## src/include/hwm_pkg.sv

```systemverilog
// Constants, register map and carrier types of the hardware-monitor register bank
package hwm_pkg;

   // ******************************************************************
   // Clock and fan pulse timing
   // ******************************************************************
   localparam int unsigned CLK_HZ        = 20_000_000;
   localparam int unsigned PWM_STEPS     = 256;
   // Pulse frequencies in units of 10 mHz, as printed in kHz
   localparam int unsigned PWM_FREQ0_CHZ = 4_687_000;
   localparam int unsigned PWM_FREQ1_CHZ = 2_343_000;
   localparam int unsigned PWM_FREQ2_CHZ = 1_172_000;
   localparam int unsigned PWM_FREQ3_CHZ = 585_000;
   localparam int unsigned PWM_FREQ4_CHZ = 293_000;

   // Cycles per duty step, rounded down, never below one
   function automatic int unsigned hwm_step_cycles(input int unsigned f_chz);
      longint unsigned c;
      c = (longint'(CLK_HZ) * 100) / (longint'(f_chz) * PWM_STEPS);
      return (c < 1) ? 1 : int'(c);
   endfunction

   localparam int unsigned PWM_CYC0 = hwm_step_cycles(PWM_FREQ0_CHZ);
   localparam int unsigned PWM_CYC1 = hwm_step_cycles(PWM_FREQ1_CHZ);
   localparam int unsigned PWM_CYC2 = hwm_step_cycles(PWM_FREQ2_CHZ);
   localparam int unsigned PWM_CYC3 = hwm_step_cycles(PWM_FREQ3_CHZ);
   localparam int unsigned PWM_CYC4 = hwm_step_cycles(PWM_FREQ4_CHZ);

   // ******************************************************************
   // Register indexes (byte address is four times the index)
   // ******************************************************************
   localparam logic [7:0] IDX_TEMP     = 8'h00;
   localparam logic [7:0] IDX_CFG      = 8'h01;
   localparam logic [7:0] IDX_HYST     = 8'h02;
   localparam logic [7:0] IDX_LIMIT    = 8'h03;
   localparam logic [7:0] IDX_BANK     = 8'h4E;
   localparam logic [7:0] IDX_BANK_LO  = 8'h50;
   localparam logic [7:0] IDX_BANK_HI  = 8'h5F;
   localparam logic [7:0] IDX_BEEP     = 8'h53;
   localparam logic [7:0] IDX_STS1     = 8'h59;
   localparam logic [7:0] IDX_STS2     = 8'h5A;
   localparam logic [7:0] IDX_PWMCLK   = 8'h5B;
   localparam logic [7:0] IDX_SENSOR   = 8'h5D;
   localparam logic [7:0] IDX_IRQ_STS  = 8'h60;
   localparam logic [7:0] IDX_IRQ_MASK = 8'h61;
   localparam logic [2:0] BANK_MAIN    = 3'h0;
   localparam logic [2:0] BANK_ALARM   = 3'h4;

   // ******************************************************************
   // Field positions and reset values
   // ******************************************************************
   localparam int PWM2_SEL_LSB  = 0;
   localparam int PWM1_EN_BIT   = 3;
   localparam int PWM1_SEL_LSB  = 4;
   localparam int SENSOR2_BIT   = 1;
   localparam int SENSOR1_BIT   = 2;
   localparam int CFG_HALT_BIT  = 0;
   localparam int CFG_MODE_BIT  = 1;
   localparam int CFG_FAULT_LSB = 3;
   localparam int BEEP_FORCE_BIT = 5;
   localparam logic [7:0] CFG_WMASK   = 8'h1B;
   localparam logic [7:0] STS2_MASK   = 8'h0F;
   localparam logic [7:0] RST_PWMCLK  = 8'h11;
   localparam logic [7:0] RST_SENSOR  = 8'h00;
   localparam logic [7:0] RST_CFG     = 8'h00;
   localparam logic [8:0] RST_LIMIT   = 9'h0A0;
   localparam logic [8:0] RST_HYST    = 9'h000;
   localparam logic [8:0] RST_TEMP    = 9'h000;
   localparam int IRQ_W = 3;

   // ******************************************************************
   // Carriers
   // ******************************************************************
   typedef struct packed {
      logic        psel;
      logic        penable;
      logic        pwrite;
      logic [11:0] paddr;
      logic [31:0] pwdata;
   } hwm_apb_req_t;

   typedef struct packed {
      logic        pready;
      logic        pslverr;
      logic [31:0] prdata;
   } hwm_apb_rsp_t;

   typedef struct packed {
      logic       valid;
      logic [8:0] value;
   } hwm_temp_sample_t;

   typedef struct packed {
      logic fan_three_flag;
      logic neg_rail_5v_flag;
      logic neg_rail_12v_flag;
      logic rail_12v_flag;
      logic fan_two_flag;
      logic fan_one_flag;
      logic temperature_one_flag;
      logic temperature_two_flag;
      logic rail_5v_flag;
      logic rail_3v3_flag;
      logic core_voltage_flag;
   } hwm_limit_flags_t;

   typedef struct packed {
      hwm_apb_rsp_t     rsp;
      logic [2:0]       bank;
      logic [3:0]       pair_low;
      logic [8:0]       temp;
      logic [7:0]       cfg;
      logic [8:0]       hyst;
      logic [8:0]       limit;
      logic [7:0]       beep;
      logic [7:0]       pwmclk;
      logic [7:0]       sensor;
      logic [7:0]       sts1;
      logic [7:0]       sts2;
      logic [IRQ_W-1:0] irq_sts;
      logic [IRQ_W-1:0] irq_mask;
      logic             irq;
      logic             alarm_n;
      logic [2:0]       fault_cnt;
      logic             armed;
      logic [1:0][7:0]  pwm_pre;
      logic [1:0][7:0]  pwm_step;
      logic [1:0]       pwm_out;
   } hwm_state_t;

endpackage

```

## src/core/hwm_regs.sv

```systemverilog
// Hardware-monitor register bank: fan pulse clocks, sensor 1 temperature, status
`timescale 1ns/1ns
// ******************************************************************
// Overview of operation
// - Second pulse output clock code 000..100 gives 46.87 down to 2.93 kHz, reset 001; at 20 MHz with rounded-down steps the code gives 78.1 down to 3.0 kHz.
// - Bits 6:4 select first pulse output clock with the same code mapping.
// - Bit 3 of the pulse clock register enables the first pulse output.
// - Sensor-type bit 2: sensor 1 bipolar when 1, thermistor when 0.
// - Sensor-type bit 1: sensor 2 bipolar when 1, thermistor when 0.
// - Temperature high byte shows reading bits 8:1, read only.
// - Temperature low byte bit 7 shows reading bit 0, others read zero.
// - Config bits 4:3 set consecutive faults needed before the alarm asserts.
// - Config bit 1 picks comparator mode (0, reset) or interrupt mode (1).
// - Config bit 0 set stops monitoring of sensor 1.
// - Hysteresis low byte bit 7 holds hysteresis bit 0, others zero.
// - Limit high byte holds limit bits 8:1, reset 0x50 (80 C).
// - Limit low byte bit 7 writable limit bit 0, bits 6:0 read zero.
// - Beep control bit 5 forces the beep output active; reset inactive.
// - Status I flags fans, temperatures, +5V, +3.3V and core voltage out of limit.
// - Status II flags fan 3, -5V, -12V, +12V; bits 7:4 read zero.
// - Bank select bits 2:0 choose which bank answers at indexes 0x50-0x5F.
// ******************************************************************
module hwm_regs (
   // Clock, reset, enable
   input  wire logic                      pclk,
   input  wire logic                      presetn,
   input  wire logic                      ce,
   // Register bus
   input  wire hwm_pkg::hwm_apb_req_t     apb_req,
   output      hwm_pkg::hwm_apb_rsp_t     apb_rsp,
   // Converter and limit comparators
   input  wire hwm_pkg::hwm_temp_sample_t temp_sample,
   input  wire hwm_pkg::hwm_limit_flags_t limit_flags,
   input  wire logic [7:0]                first_fan_duty,
   input  wire logic [7:0]                second_fan_duty,
   // Outputs to pins and neighbours
   output      logic                      first_fan_pulse_output,
   output      logic                      second_fan_pulse_output,
   output      logic                      overheat_alarm_pin_n,
   output      logic                      beep_force_active,
   output      logic                      sensor_one_type,
   output      logic                      sensor_two_type,
   output      logic                      sensor_halt,
   output      logic                      irq
);
   import hwm_pkg::*;

   hwm_state_t s_q;
   hwm_state_t s_d;

   // ******************************************************************
   // Decode helpers
   // ******************************************************************
   logic [7:0] idx;
   logic       addr_ok;
   logic       in_bank;
   logic       setup;
   logic       commit;
   logic [8:0] t_new;
   logic       hot;
   logic       cool;
   logic [2:0] fault_need;
   logic [IRQ_W-1:0] ev;
   logic [7:0] sts1_new;
   logic [7:0] sts2_new;
   logic [1:0][2:0] pwm_sel;
   logic [1:0][7:0] duty;

   assign idx     = apb_req.paddr[9:2];
   assign in_bank = (idx >= IDX_BANK_LO) && (idx <= IDX_BANK_HI);
   assign setup   = apb_req.psel && !apb_req.penable && !s_q.rsp.pready;
   assign commit  = apb_req.psel && apb_req.penable && s_q.rsp.pready;
   assign pwm_sel[0] = s_q.pwmclk[PWM1_SEL_LSB +: 3];
   assign pwm_sel[1] = s_q.pwmclk[PWM2_SEL_LSB +: 3];
   assign duty[0] = first_fan_duty;
   assign duty[1] = second_fan_duty;
   assign fault_need = {1'b0, s_q.cfg[CFG_FAULT_LSB +: 2]} + 3'h1;

   // Out-of-limit flags mapped into status layout
   assign sts1_new = {limit_flags.fan_two_flag, limit_flags.fan_one_flag,
                      limit_flags.temperature_one_flag, limit_flags.temperature_two_flag,
                      limit_flags.rail_5v_flag, limit_flags.rail_3v3_flag, 1'b0,
                      limit_flags.core_voltage_flag};
   assign sts2_new = {4'h0, limit_flags.fan_three_flag, limit_flags.neg_rail_5v_flag,
                      limit_flags.neg_rail_12v_flag, limit_flags.rail_12v_flag};

   // Reserved indexes answer zero; foreign ones error
   always_comb begin
      addr_ok = (apb_req.paddr[1:0] == 2'h0) && (apb_req.paddr[11:10] == 2'h0);
      if (in_bank) begin
         addr_ok = addr_ok && ((s_q.bank == BANK_MAIN) || (s_q.bank == BANK_ALARM));
      end else begin
         case (idx)
            IDX_TEMP, IDX_CFG, IDX_HYST, IDX_LIMIT, IDX_BANK,
            IDX_IRQ_STS, IDX_IRQ_MASK: addr_ok = addr_ok;
            default:                   addr_ok = 1'b0;
         endcase
      end
   end

   // Step length of one duty count for a clock code
   function automatic logic [7:0] step_len(input logic [2:0] sel);
      case (sel)
         3'h0:    step_len = 8'(PWM_CYC0);
         3'h1:    step_len = 8'(PWM_CYC1);
         3'h2:    step_len = 8'(PWM_CYC2);
         3'h3:    step_len = 8'(PWM_CYC3);
         3'h4:    step_len = 8'(PWM_CYC4);
         default: step_len = 8'(PWM_CYC4);
      endcase
   endfunction

   // Read mux; paired indexes pick the byte by their pointer
   function automatic logic [7:0] read_byte(input hwm_state_t st, input logic [7:0] i);
      logic [7:0] r;
      r = 8'h00;
      if ((i >= IDX_BANK_LO) && (i <= IDX_BANK_HI)) begin
         if (st.bank == BANK_MAIN) begin
            case (i)
               IDX_PWMCLK: r = st.pwmclk;
               IDX_SENSOR: r = st.sensor;
               default:    r = 8'h00;
            endcase
         end else if (st.bank == BANK_ALARM) begin
            case (i)
               IDX_BEEP: r = st.beep;
               IDX_STS1: r = st.sts1;
               IDX_STS2: r = st.sts2;
               default:  r = 8'h00;
            endcase
         end
      end else begin
         case (i)
            IDX_TEMP:     r = st.pair_low[0] ? {st.temp[0], 7'h00}  : st.temp[8:1];
            IDX_CFG:      r = st.cfg;
            IDX_HYST:     r = st.pair_low[2] ? {st.hyst[0], 7'h00}  : st.hyst[8:1];
            IDX_LIMIT:    r = st.pair_low[3] ? {st.limit[0], 7'h00} : st.limit[8:1];
            IDX_BANK:     r = {5'h00, st.bank};
            IDX_IRQ_STS:  r = {5'h00, st.irq_sts};
            IDX_IRQ_MASK: r = {5'h00, st.irq_mask};
            default:      r = 8'h00;
         endcase
      end
      return r;
   endfunction

   // ******************************************************************
   // Next state
   // ******************************************************************
   always_comb begin
      s_d   = s_q;
      ev    = '0;
      t_new = temp_sample.value;
      hot   = 1'b0;
      cool  = 1'b0;

      // Answer prepared in the setup cycle: no wait states
      s_d.rsp.pready = 1'b0;
      if (setup) begin
         s_d.rsp.pready  = 1'b1;
         s_d.rsp.pslverr = !addr_ok;
         s_d.rsp.prdata  = addr_ok && !apb_req.pwrite ? {24'h0, read_byte(s_q, idx)} : 32'h0;
         if (!apb_req.pwrite && addr_ok) begin
            case (idx)
               IDX_TEMP:  s_d.pair_low[0] = !s_q.pair_low[0];
               IDX_HYST:  s_d.pair_low[2] = !s_q.pair_low[2];
               IDX_LIMIT: s_d.pair_low[3] = !s_q.pair_low[3];
               default:   s_d.pair_low = s_q.pair_low;
            endcase
            // Interrupt mode: any register read releases the alarm
            if (s_q.cfg[CFG_MODE_BIT]) begin
               s_d.alarm_n = 1'b1;
            end
         end
      end

      if (commit && apb_req.pwrite && !s_q.rsp.pslverr) begin
         if (in_bank) begin
            if (s_q.bank == BANK_MAIN) begin
               case (idx)
                  IDX_PWMCLK: s_d.pwmclk = apb_req.pwdata[7:0];
                  IDX_SENSOR: s_d.sensor = apb_req.pwdata[7:0];
                  default:    s_d.pwmclk = s_q.pwmclk;
               endcase
            end else if (idx == IDX_BEEP) begin
               s_d.beep = apb_req.pwdata[7:0];
            end
         end else begin
            case (idx)
               IDX_CFG: s_d.cfg = apb_req.pwdata[7:0] & CFG_WMASK;
               IDX_HYST: begin
                  if (s_q.pair_low[2]) s_d.hyst[0] = apb_req.pwdata[7];
                  else                 s_d.hyst[8:1] = apb_req.pwdata[7:0];
                  s_d.pair_low[2] = !s_q.pair_low[2];
               end
               IDX_LIMIT: begin
                  if (s_q.pair_low[3]) s_d.limit[0] = apb_req.pwdata[7];
                  else                 s_d.limit[8:1] = apb_req.pwdata[7:0];
                  s_d.pair_low[3] = !s_q.pair_low[3];
               end
               IDX_BANK:     s_d.bank = apb_req.pwdata[2:0];
               IDX_IRQ_MASK: s_d.irq_mask = apb_req.pwdata[IRQ_W-1:0];
               IDX_IRQ_STS:  s_d.irq_sts = s_q.irq_sts & ~apb_req.pwdata[IRQ_W-1:0];
               default:      s_d.bank = s_q.bank;
            endcase
         end
      end

      // Real-time status follows the comparators
      s_d.sts1 = sts1_new;
      s_d.sts2 = sts2_new & STS2_MASK;
      ev[1] = |(sts1_new & ~s_q.sts1);
      ev[2] = |(sts2_new & ~s_q.sts2);

      // Temperature sampling and over-temperature alarm
      if (temp_sample.valid && !s_q.cfg[CFG_HALT_BIT]) begin
         s_d.temp = t_new;
         hot  = $signed(t_new) >= $signed(s_q.limit);
         cool = $signed(t_new) <  $signed(s_q.hyst);
         if (hot) begin
            if (s_q.fault_cnt < fault_need) begin
               s_d.fault_cnt = s_q.fault_cnt + 3'h1;
            end
         end else begin
            s_d.fault_cnt = 3'h0;
         end
         if (hot && (s_q.fault_cnt + 3'h1 >= fault_need) && s_q.armed) begin
            s_d.alarm_n = 1'b0;
            s_d.armed   = 1'b0;
            ev[0]       = s_q.alarm_n;
         end
         if (cool) begin
            s_d.armed = 1'b1;
            // Comparator mode releases only on falling below hysteresis
            if (!s_q.cfg[CFG_MODE_BIT]) begin
               s_d.alarm_n = 1'b1;
            end
         end
      end

      // Sticky events: a new event wins over a same-cycle clear
      s_d.irq_sts = s_d.irq_sts | ev;
      s_d.irq     = |(s_d.irq_sts & s_d.irq_mask);

      // Fan pulse generators, one per output
      for (int k = 0; k < 2; k++) begin
         if (s_q.pwm_pre[k] + 8'h1 >= step_len(pwm_sel[k])) begin
            s_d.pwm_pre[k]  = 8'h00;
            s_d.pwm_step[k] = s_q.pwm_step[k] + 8'h1;
         end else begin
            s_d.pwm_pre[k] = s_q.pwm_pre[k] + 8'h1;
         end
         s_d.pwm_out[k] = (s_q.pwm_step[k] < duty[k]) || (duty[k] == 8'hFF);
      end
      // First output idles low unless enabled
      if (!s_q.pwmclk[PWM1_EN_BIT]) begin
         s_d.pwm_out[0] = 1'b0;
      end
   end

   // ******************************************************************
   // State register
   // ******************************************************************
   always_ff @(posedge pclk or negedge presetn) begin
      if (!presetn) begin
         s_q          <= '0;
         s_q.pwmclk   <= RST_PWMCLK;
         s_q.sensor   <= RST_SENSOR;
         s_q.cfg      <= RST_CFG;
         s_q.limit    <= RST_LIMIT;
         s_q.hyst     <= RST_HYST;
         s_q.temp     <= RST_TEMP;
         s_q.alarm_n  <= 1'b1;
         s_q.armed    <= 1'b1;
      end else if (ce) begin
         s_q <= s_d;
      end
   end

   // ******************************************************************
   // Outputs, all straight from state
   // ******************************************************************
   assign apb_rsp                 = s_q.rsp;
   assign first_fan_pulse_output  = s_q.pwm_out[0];
   assign second_fan_pulse_output = s_q.pwm_out[1];
   assign overheat_alarm_pin_n    = s_q.alarm_n;
   assign beep_force_active       = s_q.beep[BEEP_FORCE_BIT];
   assign sensor_one_type         = s_q.sensor[SENSOR1_BIT];
   assign sensor_two_type         = s_q.sensor[SENSOR2_BIT];
   assign sensor_halt             = s_q.cfg[CFG_HALT_BIT];
   assign irq                     = s_q.irq;

endmodule

```

## config.mk

```make
export PLATFORM = sky130hd
export DESIGN_NAME = hwm_regs
export DESIGN_NICKNAME = d
export VERILOG_FILES = /design/src/include/hwm_pkg.sv /design/src/core/hwm_regs.sv
export SDC_FILE = /design/constraint.sdc
export NUM_CORES = 1
export LEC_CHECK = 0
export ABC_CLOCK_PERIOD_IN_PS = 2300
export BUFFER_PORTS_ARGS = -buffer_cell sky130_fd_sc_hd__buf_4
export CAP_MARGIN = 10
export CORE_MARGIN = 2
export CORE_UTILIZATION = 52
export DETAILED_ROUTE_END_ITERATION = 8
export GPL_ROUTABILITY_DRIVEN = 0
export PLACE_DENSITY_LB_ADDON = 0.15
export RECOVER_POWER = 50
export SETUP_SLACK_MARGIN = 0.5
export SYNTH_ARGS = -nofsm -noshare
export SYNTH_HDL_FRONTEND = slang
export SYNTH_SLANG_ARGS = --single-unit
export TNS_END_PERCENT = 50
```

## constraint.sdc

```tcl
create_clock -name pclk -period 2.3 [get_ports pclk]
set_input_delay 0.23 -clock pclk [delete_from_list [all_inputs] [get_ports pclk]]
set_output_delay 0.23 -clock pclk [all_outputs]
set_load 0.01 [all_outputs]
```

==> results.py, run 1 <==
metrics = {
    "outcome": {
        "status": "complete, but fails checks",
        "violations": "negative setup slack",
    },
    "layout": {
        "fin_util": 0.670,
        "drive_gt1_frac": 0.374,
        "seq_area_sq_um": 3210,
        "nets": 1039,
        "area_growth_pct": 27.5,
        "antenna_cells": 0,
        "multi_input_area_sq_um": 4660,
        "num-fill-cells": 1117,
    },
    "routing": {
        "antenna_left": 0,
        "dr.pass1.iters": 5,
        "top_layer": "met4",
        "post_drt_wl_per_cell_um": 19.4,
        "via_per_inst": 5.77,
        "wl_met2_um": 10800,
        "wl_met1_um": 8910,
        "drt-total-wl_um": 21300,
        "num_vias": 6343,
        "drc": 0,
        "drt_iter0_markers": 449,
        "met3WireLength_um": 935,
    },
    "place": {
        "dpl.hpwl_um": 15300,
        "io_buffers": 80,
    },
    "timing": {
        "period_share": 1.05,
        "hold_violations": 0,
        "setup_viol": 10,
        "worstMarginPinSlew_ns": 0.946,
        "rsz0062_at_grt": "true",
        "drv_slew": 0,
        "max_freq_mhz": 413,
        "setup_tns_ns": -0.786,
        "slew_headroom": 0.369,
        "worst_slack_ns": -0.124,
        "fin_crit_ns": 2.42,
        "skew_ns": 0.00741,
    },
    "pwr": {
        "p_clk_frac": 0.360,
        "p_leak_nw": 4.83,
        "swShare": 0.306,
        "combPwrFrac": 0.287,
        "p_int_mw": 5.39,
        "max-vdd-ir-drop_v": 0.000733,
        "power_density_nw_per_um2": 771,
        "pwr-share-seq": 0.353,
        "report.power.total_mw": 7.76,
        "switchingPower_mw": 2.38,
    },
    "clock_tree": {
        "clkTransAtPathRegs_ns": 0.06,
        "clk_path_buf_depth": 2,
        "ctsHtreeMaxLevel": 4,
        "root_buffer": "clkbuf_16",
        "clock_latency_ns": 0.43,
        "numCtsBuffers": 17,
        "tritoncts": "done",
        "clock-sinks": 128,
    },
    "critical_path": {
        "crit_type": "reg -> reg",
        "critPathLaunchType": "register",
        "cp_max_fo": 5,
        "crit_path_end_kind": "register",
        "required_ns": 2.61,
        "cp.arrival_ns": 2.74,
    },
    "floorplan": {
        "num_io_pins": 129,
        "initial_utilization": 0.525,
        "fp.dieH_um": 127,
        "die_w_um": 127,
        "design.core.area_sq_um": 15000,
        "fp-row-count": 45,
        "dieArea_sq_um": 16200,
    },
    "grt": {
        "antenna_found_initial": 0,
        "grt_pass1_vias": 6414,
        "grt_max_degree": 69,
        "track_usage": 0.267,
        "grt_pass1_wl_um": 33400,
        "grt_overflow": 0,
    },
    "logic_synthesis": {
        "yosysSeqAreaShare": 0.407,
        "syn_avg_cell_area_sq_um": 10.2,
        "ys_types": 76,
        "synth_edf_count": 0,
        "syn-cell-area_sq_um": 7900,
        "ys.flop_type": "dfrtp_1",
        "postSynth.asyncResetShare": 1.00,
        "synthCells": 777,
        "ys_seq_elements": 128,
        "ys_warn_count": 0,
    },
    "hold_path": {
        "holdCritPathClass": "in -> reg",
    },
    "flow_run": {
        "drv_cap": 0,
    },
}
-- worst max-delay path: stages, from the launching register on --
cell and delay [ns]:
dfstp_2 0.55, xor2_1 0.16, nor2_1 0.06, ha_2 0.17, or3b_4 0.39, o211ai_1 0.09
a21oi_1 0.09, or3_4 0.42, nand2_4 0.08, mux2_4 0.29
-- metrics by stage --
step | area [sq um] | setup WS [ns] | std cells | hold slack (ns)
after floorplan | 8160 | -0.0339 | 800 | -0.0656
after global placement | 8880 | -0.0796 | 1045 | 0.208
after detailed placement | 8880 | -0.134 | 1045 | 0.227
after CTS | 9790 | -0.115 | 1088 | 0.00835
after global routing | 10100 | -0.199 | 1099 | 0.0336
final | 10100 | -0.124 | 1099 | 0.0204
-- routing by layer --
metal | up-vias | track usage
met2 | 199 | 0.465
met4 | 0 | 0.111
li1 | 2967 | -
met3 | 45 | 0.0461
met1 | 3132 | 0.330
met5 | - | 0
-- what timing repair did --
item	4_1_cts	5_1_grt
cloned	1	0
hold endpoints to repair	30	0
setup buffers	9	11
setup endpoints to repair	90	87
pin swaps	25	14
hold buffers	1	0
gates resized for setup	46	38
-- power by group through the flow --
stage	Combinational (mW)	Clock [mW]	Sequential [mW]
after floorplan	1.19	0	2.69
after global placement	1.51	0	2.74
after detailed placement	1.60	0	2.76
after CTS	1.97	2.81	2.73
after global routing	2.43	2.91	2.76
final	2.23	2.80	2.74
-- layout make-up --
type,instances,area share
multi-input cells,546,0.462
clock buffers,19,0.0440
clock inverters,13,0.0164
well taps,188,0.0234
inverters,67,0.0250
repair buffers,138,0.110
flip-flops and latches,128,0.319
-- state kept, by name, indices dropped and copies added, names as in the netlist --
name,count
pwm_sel,6
sensor_two_type,1
irq,1
apb_rsp,10
sensor_halt,1
sensor_one_type,1
beep_force_active,1
overheat_alarm_pin_n,1
first_fan_pulse_output,1
second_fan_pulse_output,1
s_q,104
-- final timing paths --
path                                   startpoint                                  end  slack (ns)  cells past startpoint
min in group asynchronous                 presetn  second_fan_pulse_output$_DFFE_PN0P_        0.48                      2
hold reg to reg              s_q[113]$_DFFE_PN0P_                 s_q[113]$_DFFE_PN0P_        0.47                      2
setup / recovery           pwm_sel[0]$_DFFE_PN1P_                   s_q[3]$_DFFE_PN0P_       -0.12                      9
max in group asynchronous                 presetn                  s_q[91]$_DFFE_PN1P_        0.90                      3
setup reg to reg           pwm_sel[0]$_DFFE_PN1P_                   s_q[3]$_DFFE_PN0P_       -0.12                      9
hold / removal                     temp_sample[2]                 s_q[114]$_DFFE_PN0P_        0.02                      3
-- cells by family after synthesis --
logic type	after synthesis	synth area share
AO/OA/AOI/OAI	143	0.131
XOR/XNOR	25	0.0277
adder cells (fa/ha/maj)	54	0.0856
buffers and inverters	126	0.0797
flip-flops	128	0.407
multiplexers	73	0.111
other	1	0.000475
AND/OR/NAND/NOR	227	0.158
-- placed cells by master (no fill, tap or decap), drive strengths merged, types with 7 or more instances in the layout --
master	netlist	routed
and3	11	11
inv	67	67
clkbuf	15	20
a22o	8	8
a211oi	8	8
ha	54	54
mux2	66	66
nand4	10	10
a2111oi	7	7
o21ai	22	22
xor2	14	14
a22oi	24	24
mux2i	7	7
buf	44	136
nor2b	18	18
xnor2	11	11
nor2	40	40
nand2b	7	7
a21oi	23	23
a21o	10	10
dfrtp	122	122
nand3	23	23
nand2	75	75
conb	1	24
nor3	10	10
-- Yosys cell counts, types with 7 or more instances --
master	instances	area [sq um]
a2111oi_0	7	61.3
a211oi_1	7	52.6
a21o_1	10	75.1
a21oi_1	23	115
a22o_1	8	70.1
a22oi_1	24	180
and3_1	11	68.8
buf_4	36	270
clkbuf_1	15	56.3
dfrtp_1	122	3050
ha_1	54	676
inv_1	67	251
mux2_2	49	552
mux2_4	16	240
mux2i_1	7	70.1
nand2_1	70	263
nand2b_1	7	43.8
nand3_1	23	115
nand4_1	10	62.6
nor2_1	39	146
nor2b_1	18	113
nor3_1	9	45.0
o21ai_0	22	110
xnor2_1	11	96.3
xor2_1	14	123
(Power assumes the default switching activity.)
==> inputs of run 2 (changes only) <==
Settings changed: PLACE_DENSITY from default to 0.77, PLACE_DENSITY_LB_ADDON 0.15 to default.
==> results.py, run 2 (same netlist as run 1, synthesis figures left out) <==
metrics = {
    "layout": {
        "area_growth_pct": 27.3,
        "drive_gt1_frac": 0.361,
        "multi_input_area_sq_um": 4700,
        "largest_reg_flops": 104,
        "nets": 1031,
        "top_register": "s_q",
        "final_cell_mix": "dfrtp_1 (120), buf_4 (113), nand2_1 (66), inv_1 (64), ha_1 (46)",
        "final_common_cell": "dfrtp_1",
        "antenna_cells": 0,
        "seq_area_sq_um": 3210,
        "num-fill-cells": 1130,
        "instances_no_fill": 1091,
    },
    "grt": {
        "grt_pass1_wl_um": 32000,
        "grt_overflow": 0,
        "track_usage": 0.252,
        "grt_max_degree": 63,
        "antenna_found_initial": 0,
        "grt_pass1_vias": 6417,
    },
    "floorplan": {
        "fp.dieH_um": 127,
        "die_w_um": 127,
        "num_io_pins": 129,
        "design.core.area_sq_um": 15000,
        "dieArea_sq_um": 16200,
        "initial_utilization": 0.525,
        "fp-row-count": 45,
    },
    "routing": {
        "dr.pass1.iters": 5,
        "drc": 0,
        "num_vias": 6341,
        "antenna_left": 0,
        "via_per_inst": 5.81,
        "post_drt_wl_per_cell_um": 18.6,
        "drt_iter0_markers": 414,
        "drt-total-wl_um": 20300,
    },
    "timing": {
        "hold_violations": 0,
        "fin_crit_ns": 2.44,
        "drv_slew": 0,
        "hold_ws_ns": 0.0370,
        "worst_slack_ns": -0.136,
        "skew_ns": 0.0109,
        "setup_tns_ns": -0.918,
        "max_freq_mhz": 410,
        "period_share": 1.06,
        "rsz0062_at_grt": "true",
        "worstMarginPinSlew_ns": 1.26,
        "slew_headroom": 0.161,
        "setup_viol": 12,
    },
    "critical_path": {
        "rr_startpoint": "pwm_sel[0]$_DFFE_PN1P_",
        "crit_type": "reg -> reg",
        "cp.arrival_ns": 2.73,
        "crit_path_end_kind": "register",
        "critPathLaunchType": "register",
        "cp_max_fo": 4,
        "required_ns": 2.59,
        "startpoint": "pwm_sel[0]$_DFFE_PN1P_",
    },
    "outcome": {
        "violations": "negative setup slack",
        "status": "complete, but fails checks",
    },
    "clock_tree": {
        "clkTransAtPathRegs_ns": 0.06,
        "ctsHtreeMaxLevel": 4,
        "numCtsBuffers": 17,
        "clock_latency_ns": 0.42,
        "clk_path_buf_depth": 2,
        "root_buffer": "clkbuf_16",
        "tritoncts": "done",
        "clock-sinks": 128,
    },
    "pwr": {
        "max-vdd-ir-drop_v": 0.000550,
        "p_leak_nw": 4.81,
        "power_density_nw_per_um2": 772,
        "report.power.total_mw": 7.77,
    },
    "place": {
        "place_ws_ns": -0.104,
        "dp.cells": 1043,
        "dpl.hpwl_um": 14300,
        "io_buffers": 80,
    },
    "hold_path": {
        "hp-start": "temp_sample[4]",
        "holdCritPathClass": "in -> reg",
    },
    "flow_run": {
        "drv_cap": 0,
    },
}
-- run 2: changes by cell type in the layout (fill, tap and decap cells not counted), sizes merged --
cell	change
clkbuf	+6
clkinvlp	-2
bufinv	+2
buf	-14
-- run 2: path summary, 6_finish.rpt --
path	to	cells after the start	slack (ns)
max	s_q[3]$_DFFE_PN0P_	9	-0.14
min	s_q[116]$_DFFE_PN0P_	3	0.04
max reg2reg	s_q[3]$_DFFE_PN0P_	9	-0.14
min reg2reg	s_q[17]$_DFFE_PN0P_	1	0.48
max in group asynchronous	s_q[10]$_DFFE_PN0P_	3	0.38
min in group asynchronous	s_q[102]$_DFFE_PN0P_	2	0.46
-- run 2: cell type report --
cell class	instances	share of cell area
inverters	67	0.0250
repair buffers	130	0.100
clock inverters	13	0.0213
flip-flops and latches	128	0.320
multi-input cells	546	0.468
well taps	188	0.0234
clock buffers	19	0.0431
-- run 2: metal layers --
layer | track usage | part of all wire | vias to the layer above
met2 | 0.420 | 0.49 | 226
met3 | 0.0590 | 0.048 | 39
met4 | 0.102 | 0.031 | 0
met5 | 0 | 0 | -
met1 | 0.319 | 0.43 | 3124
li1 | - | - | 2952
-- run 2: worst max-delay path, cell delays in order, from the launching register on --
cell and delay [ns]:
dfstp_2 0.56, inv_1 0.06, a21oi_2 0.13, ha_1 0.24, or3b_4 0.36, o211ai_1 0.09, a21oi_1 0.08, or3_4 0.41
nand2_4 0.08, mux2_4 0.30
-- run 2: power breakdown --
part	internal, mW	switching (mW)
Combinational	1.07	1.01
Clock	1.93	1.02
Sequential	2.48	0.259
Total	5.48	2.29
-- run 2: what timing repair did --
action	4_1_cts	5_1_grt
hold buffers	1	0
hold endpoints to repair	29	0
setup buffers	11	4
setup endpoints to repair	89	88
gates resized for setup	43	51
pin swaps	17	29
-- run 2: per-stage QoR --
step | area (sq um) | util
2_1_floorplan | 8160 | -
3_3_place_gp | 8870 | 0.590
3_5_place_dp | 8870 | 0.590
4_1_cts | 9820 | 0.653
5_1_grt | 10100 | 0.669
6_report | 10100 | 0.669
==> inputs of run 3 (changes only) <==
Settings changed: CORE_UTILIZATION 52 to 40, PLACE_DENSITY 0.77 to default.
==> results.py, run 3 (same netlist as run 1, synthesis figures left out) <==
metrics = {
    "place": {
        "io_buffers": 80,
        "dpl.hpwl_um": 14700,
        "placed_cell_area_sq_um": 9030,
    },
    "pwr": {
        "pwr-share-seq": 0.351,
        "combPwrFrac": 0.262,
        "p_int_mw": 5.49,
        "power_density_nw_per_um2": 758,
        "swShare": 0.290,
        "switchingPower_mw": 2.24,
        "report.power.total_mw": 7.74,
        "p_clk_frac": 0.387,
        "max-vdd-ir-drop_v": 0.000503,
        "p_leak_nw": 4.85,
    },
    "timing": {
        "max_freq_mhz": 420,
        "rsz0062_at_grt": "true",
        "skew_ns": 0.00608,
        "drv_slew": 30,
        "hold_violations": 0,
        "worst_slack_ns": -0.0822,
        "setup_viol": 9,
        "worstMarginPinSlew_ns": 1.81,
        "slew_headroom": -0.206,
        "setup_tns_ns": -0.341,
        "fin_crit_ns": 2.38,
        "hold_ws_ns": 0.0315,
        "period_share": 1.04,
    },
    "grt": {
        "antenna_found_initial": 0,
        "grt_pass1_vias": 6034,
        "track_usage": 0.200,
        "grt_pass1_wl_um": 31800,
        "grt_overflow": 0,
        "grt_max_degree": 73,
    },
    "routing": {
        "post_drt_wl_per_cell_um": 16.8,
        "drc": 0,
        "drt_iter0_markers": 384,
        "drt-total-wl_um": 19800,
        "antenna_left": 0,
        "num_vias": 6188,
        "dr.pass1.iters": 5,
        "via_per_inst": 5.24,
    },
    "floorplan": {
        "fp-row-count": 51,
        "fp.dieH_um": 145,
        "design.core.area_sq_um": 19400,
        "die_w_um": 145,
        "initial_utilization": 0.407,
        "dieArea_sq_um": 20900,
        "num_io_pins": 129,
    },
    "layout": {
        "seq_area_sq_um": 3210,
        "num-fill-cells": 1761,
        "largest_reg_flops": 104,
        "fin_util": 0.527,
        "drive_gt1_frac": 0.370,
        "final_cell_mix": "buf_4 (129), dfrtp_1 (120), nand2_1 (66), inv_1 (64), mux2_2 (46)",
        "nets": 1043,
        "area_growth_pct": 29.3,
        "fin_area_sq_um": 10200,
        "antenna_cells": 0,
        "final_common_cell": "buf_4",
        "multi_input_area_sq_um": 4640,
        "top_register": "s_q",
    },
    "critical_path": {
        "slowest_delay_ns": 0.55,
        "rr_startpoint": "pwm_sel[0]$_DFFE_PN1P_",
        "path_delay_family": "simple AND/OR/NAND/NOR gates",
        "crit_slowest_cell": "dfstp_2",
        "cp.depth": 9,
        "startpoint": "pwm_sel[0]$_DFFE_PN1P_",
        "required_ns": 2.60,
        "crit_path_end_kind": "register",
        "crit_type": "reg -> reg",
        "path_buf_inv": 1,
        "r2r_slack_ns": -0.08,
        "worstSetupEndpoint": "s_q[3]$_DFFE_PN0P_",
        "timing.rr.end": "s_q[3]$_DFFE_PN0P_",
        "r2r_cells": 9,
        "cp_max_fo": 4,
        "critPathLaunchType": "register",
        "critical_path.cell_chain": "inv_1 -> a21oi_2 -> ha_1 -> or3b_4 -> o211ai_1 -> a21oi_1 -> or3_4 -> nand2_4 -> mux2_4",
        "cp.arrival_ns": 2.68,
    },
    "clock_tree": {
        "clock-sinks": 128,
        "ctsHtreeMaxLevel": 4,
        "clock_latency_ns": 0.42,
        "clkTransAtPathRegs_ns": 0.06,
        "tritoncts": "done",
        "numCtsBuffers": 17,
        "clk_path_buf_depth": 2,
        "root_buffer": "clkbuf_16",
    },
    "flow_run": {
        "drv_cap": 1,
    },
    "outcome": {
        "violations": "max-capacitance violations, max-slew violations, negative setup slack",
        "status": "complete, but fails checks",
    },
    "hold_path": {
        "holdCritPathClass": "in -> reg",
    },
}
[run 3: metrics by stage]
step	std cells	worst slack, ns
after global placement	1128	-0.120
after global routing	1180	-0.151
final	1180	-0.0822
after detailed placement	1128	-0.136
after floorplan	800	-0.0339
after CTS	1166	-0.0933
[run 3: area by class of cell]
| class | instances | area share |
|---|---|---|
| Multi-Input combinational cell | 546 | 0.454 |
| Sequential cell | 128 | 0.315 |
| Timing Repair Buffer | 142 | 0.110 |
| Clock buffer | 19 | 0.0434 |
| Tap cell | 265 | 0.0325 |
| Inverter | 67 | 0.0246 |
| Clock inverter | 13 | 0.0206 |
[run 3: tightest hold or removal path, delay by kind of cell]
family	cells	cell delay [ns]
buffers and inverters	1	0.09
AND/OR/NAND/NOR	1	0.04
AO/OA/AOI/OAI	1	0.06
[run 3: worst min-delay path by stage]
stage | start | end | slack (ns) | cells past startpoint
floorplan | presetn | apb_rsp[0]$_DFFE_PN0P_ | -0.07 | 0
global placement | presetn | s_q[100]$_DFFE_PN0P_ | 0.13 | 1
detailed placement | presetn | s_q[100]$_DFFE_PN0P_ | 0.14 | 1
CTS | limit_flags[8] | s_q[47]$_DFFE_PN0P_ | 0.01 | 3
global route | limit_flags[8] | s_q[47]$_DFFE_PN0P_ | 0.04 | 3
finish | limit_flags[8] | s_q[47]$_DFFE_PN0P_ | 0.03 | 3
[run 3: metal layers]
layer  global-route usage  part of all wire  vias to the layer above
li1                     -                 -                     2981
met4               0.0598             0.020                        0
met3               0.0321             0.040                       23
met5                    0                 0                        -
met2                0.330              0.49                      139
met1                0.271              0.45                     3045
[run 3: repair_timing]
action / CTS / global route
endpoints found under the setup margin: 89 / 84
hold buffers: 1 / 0
endpoints found under the hold margin: 28 / 0
resized for setup: 46 / 36
pin swaps: 33 / 26
buffers inserted: 5 / 14
[run 3: power groups by stage]
stage | Clock, mW | Sequential, mW | Combinational (mW)
5_1_grt | 3.14 | 2.75 | 2.26
4_1_cts | 3.05 | 2.71 | 1.83
2_1_floorplan | 0 | 2.69 | 1.19
3_5_place_dp | 0 | 2.75 | 1.63
6_report | 2.99 | 2.72 | 2.03
3_3_place_gp | 0 | 2.74 | 1.59
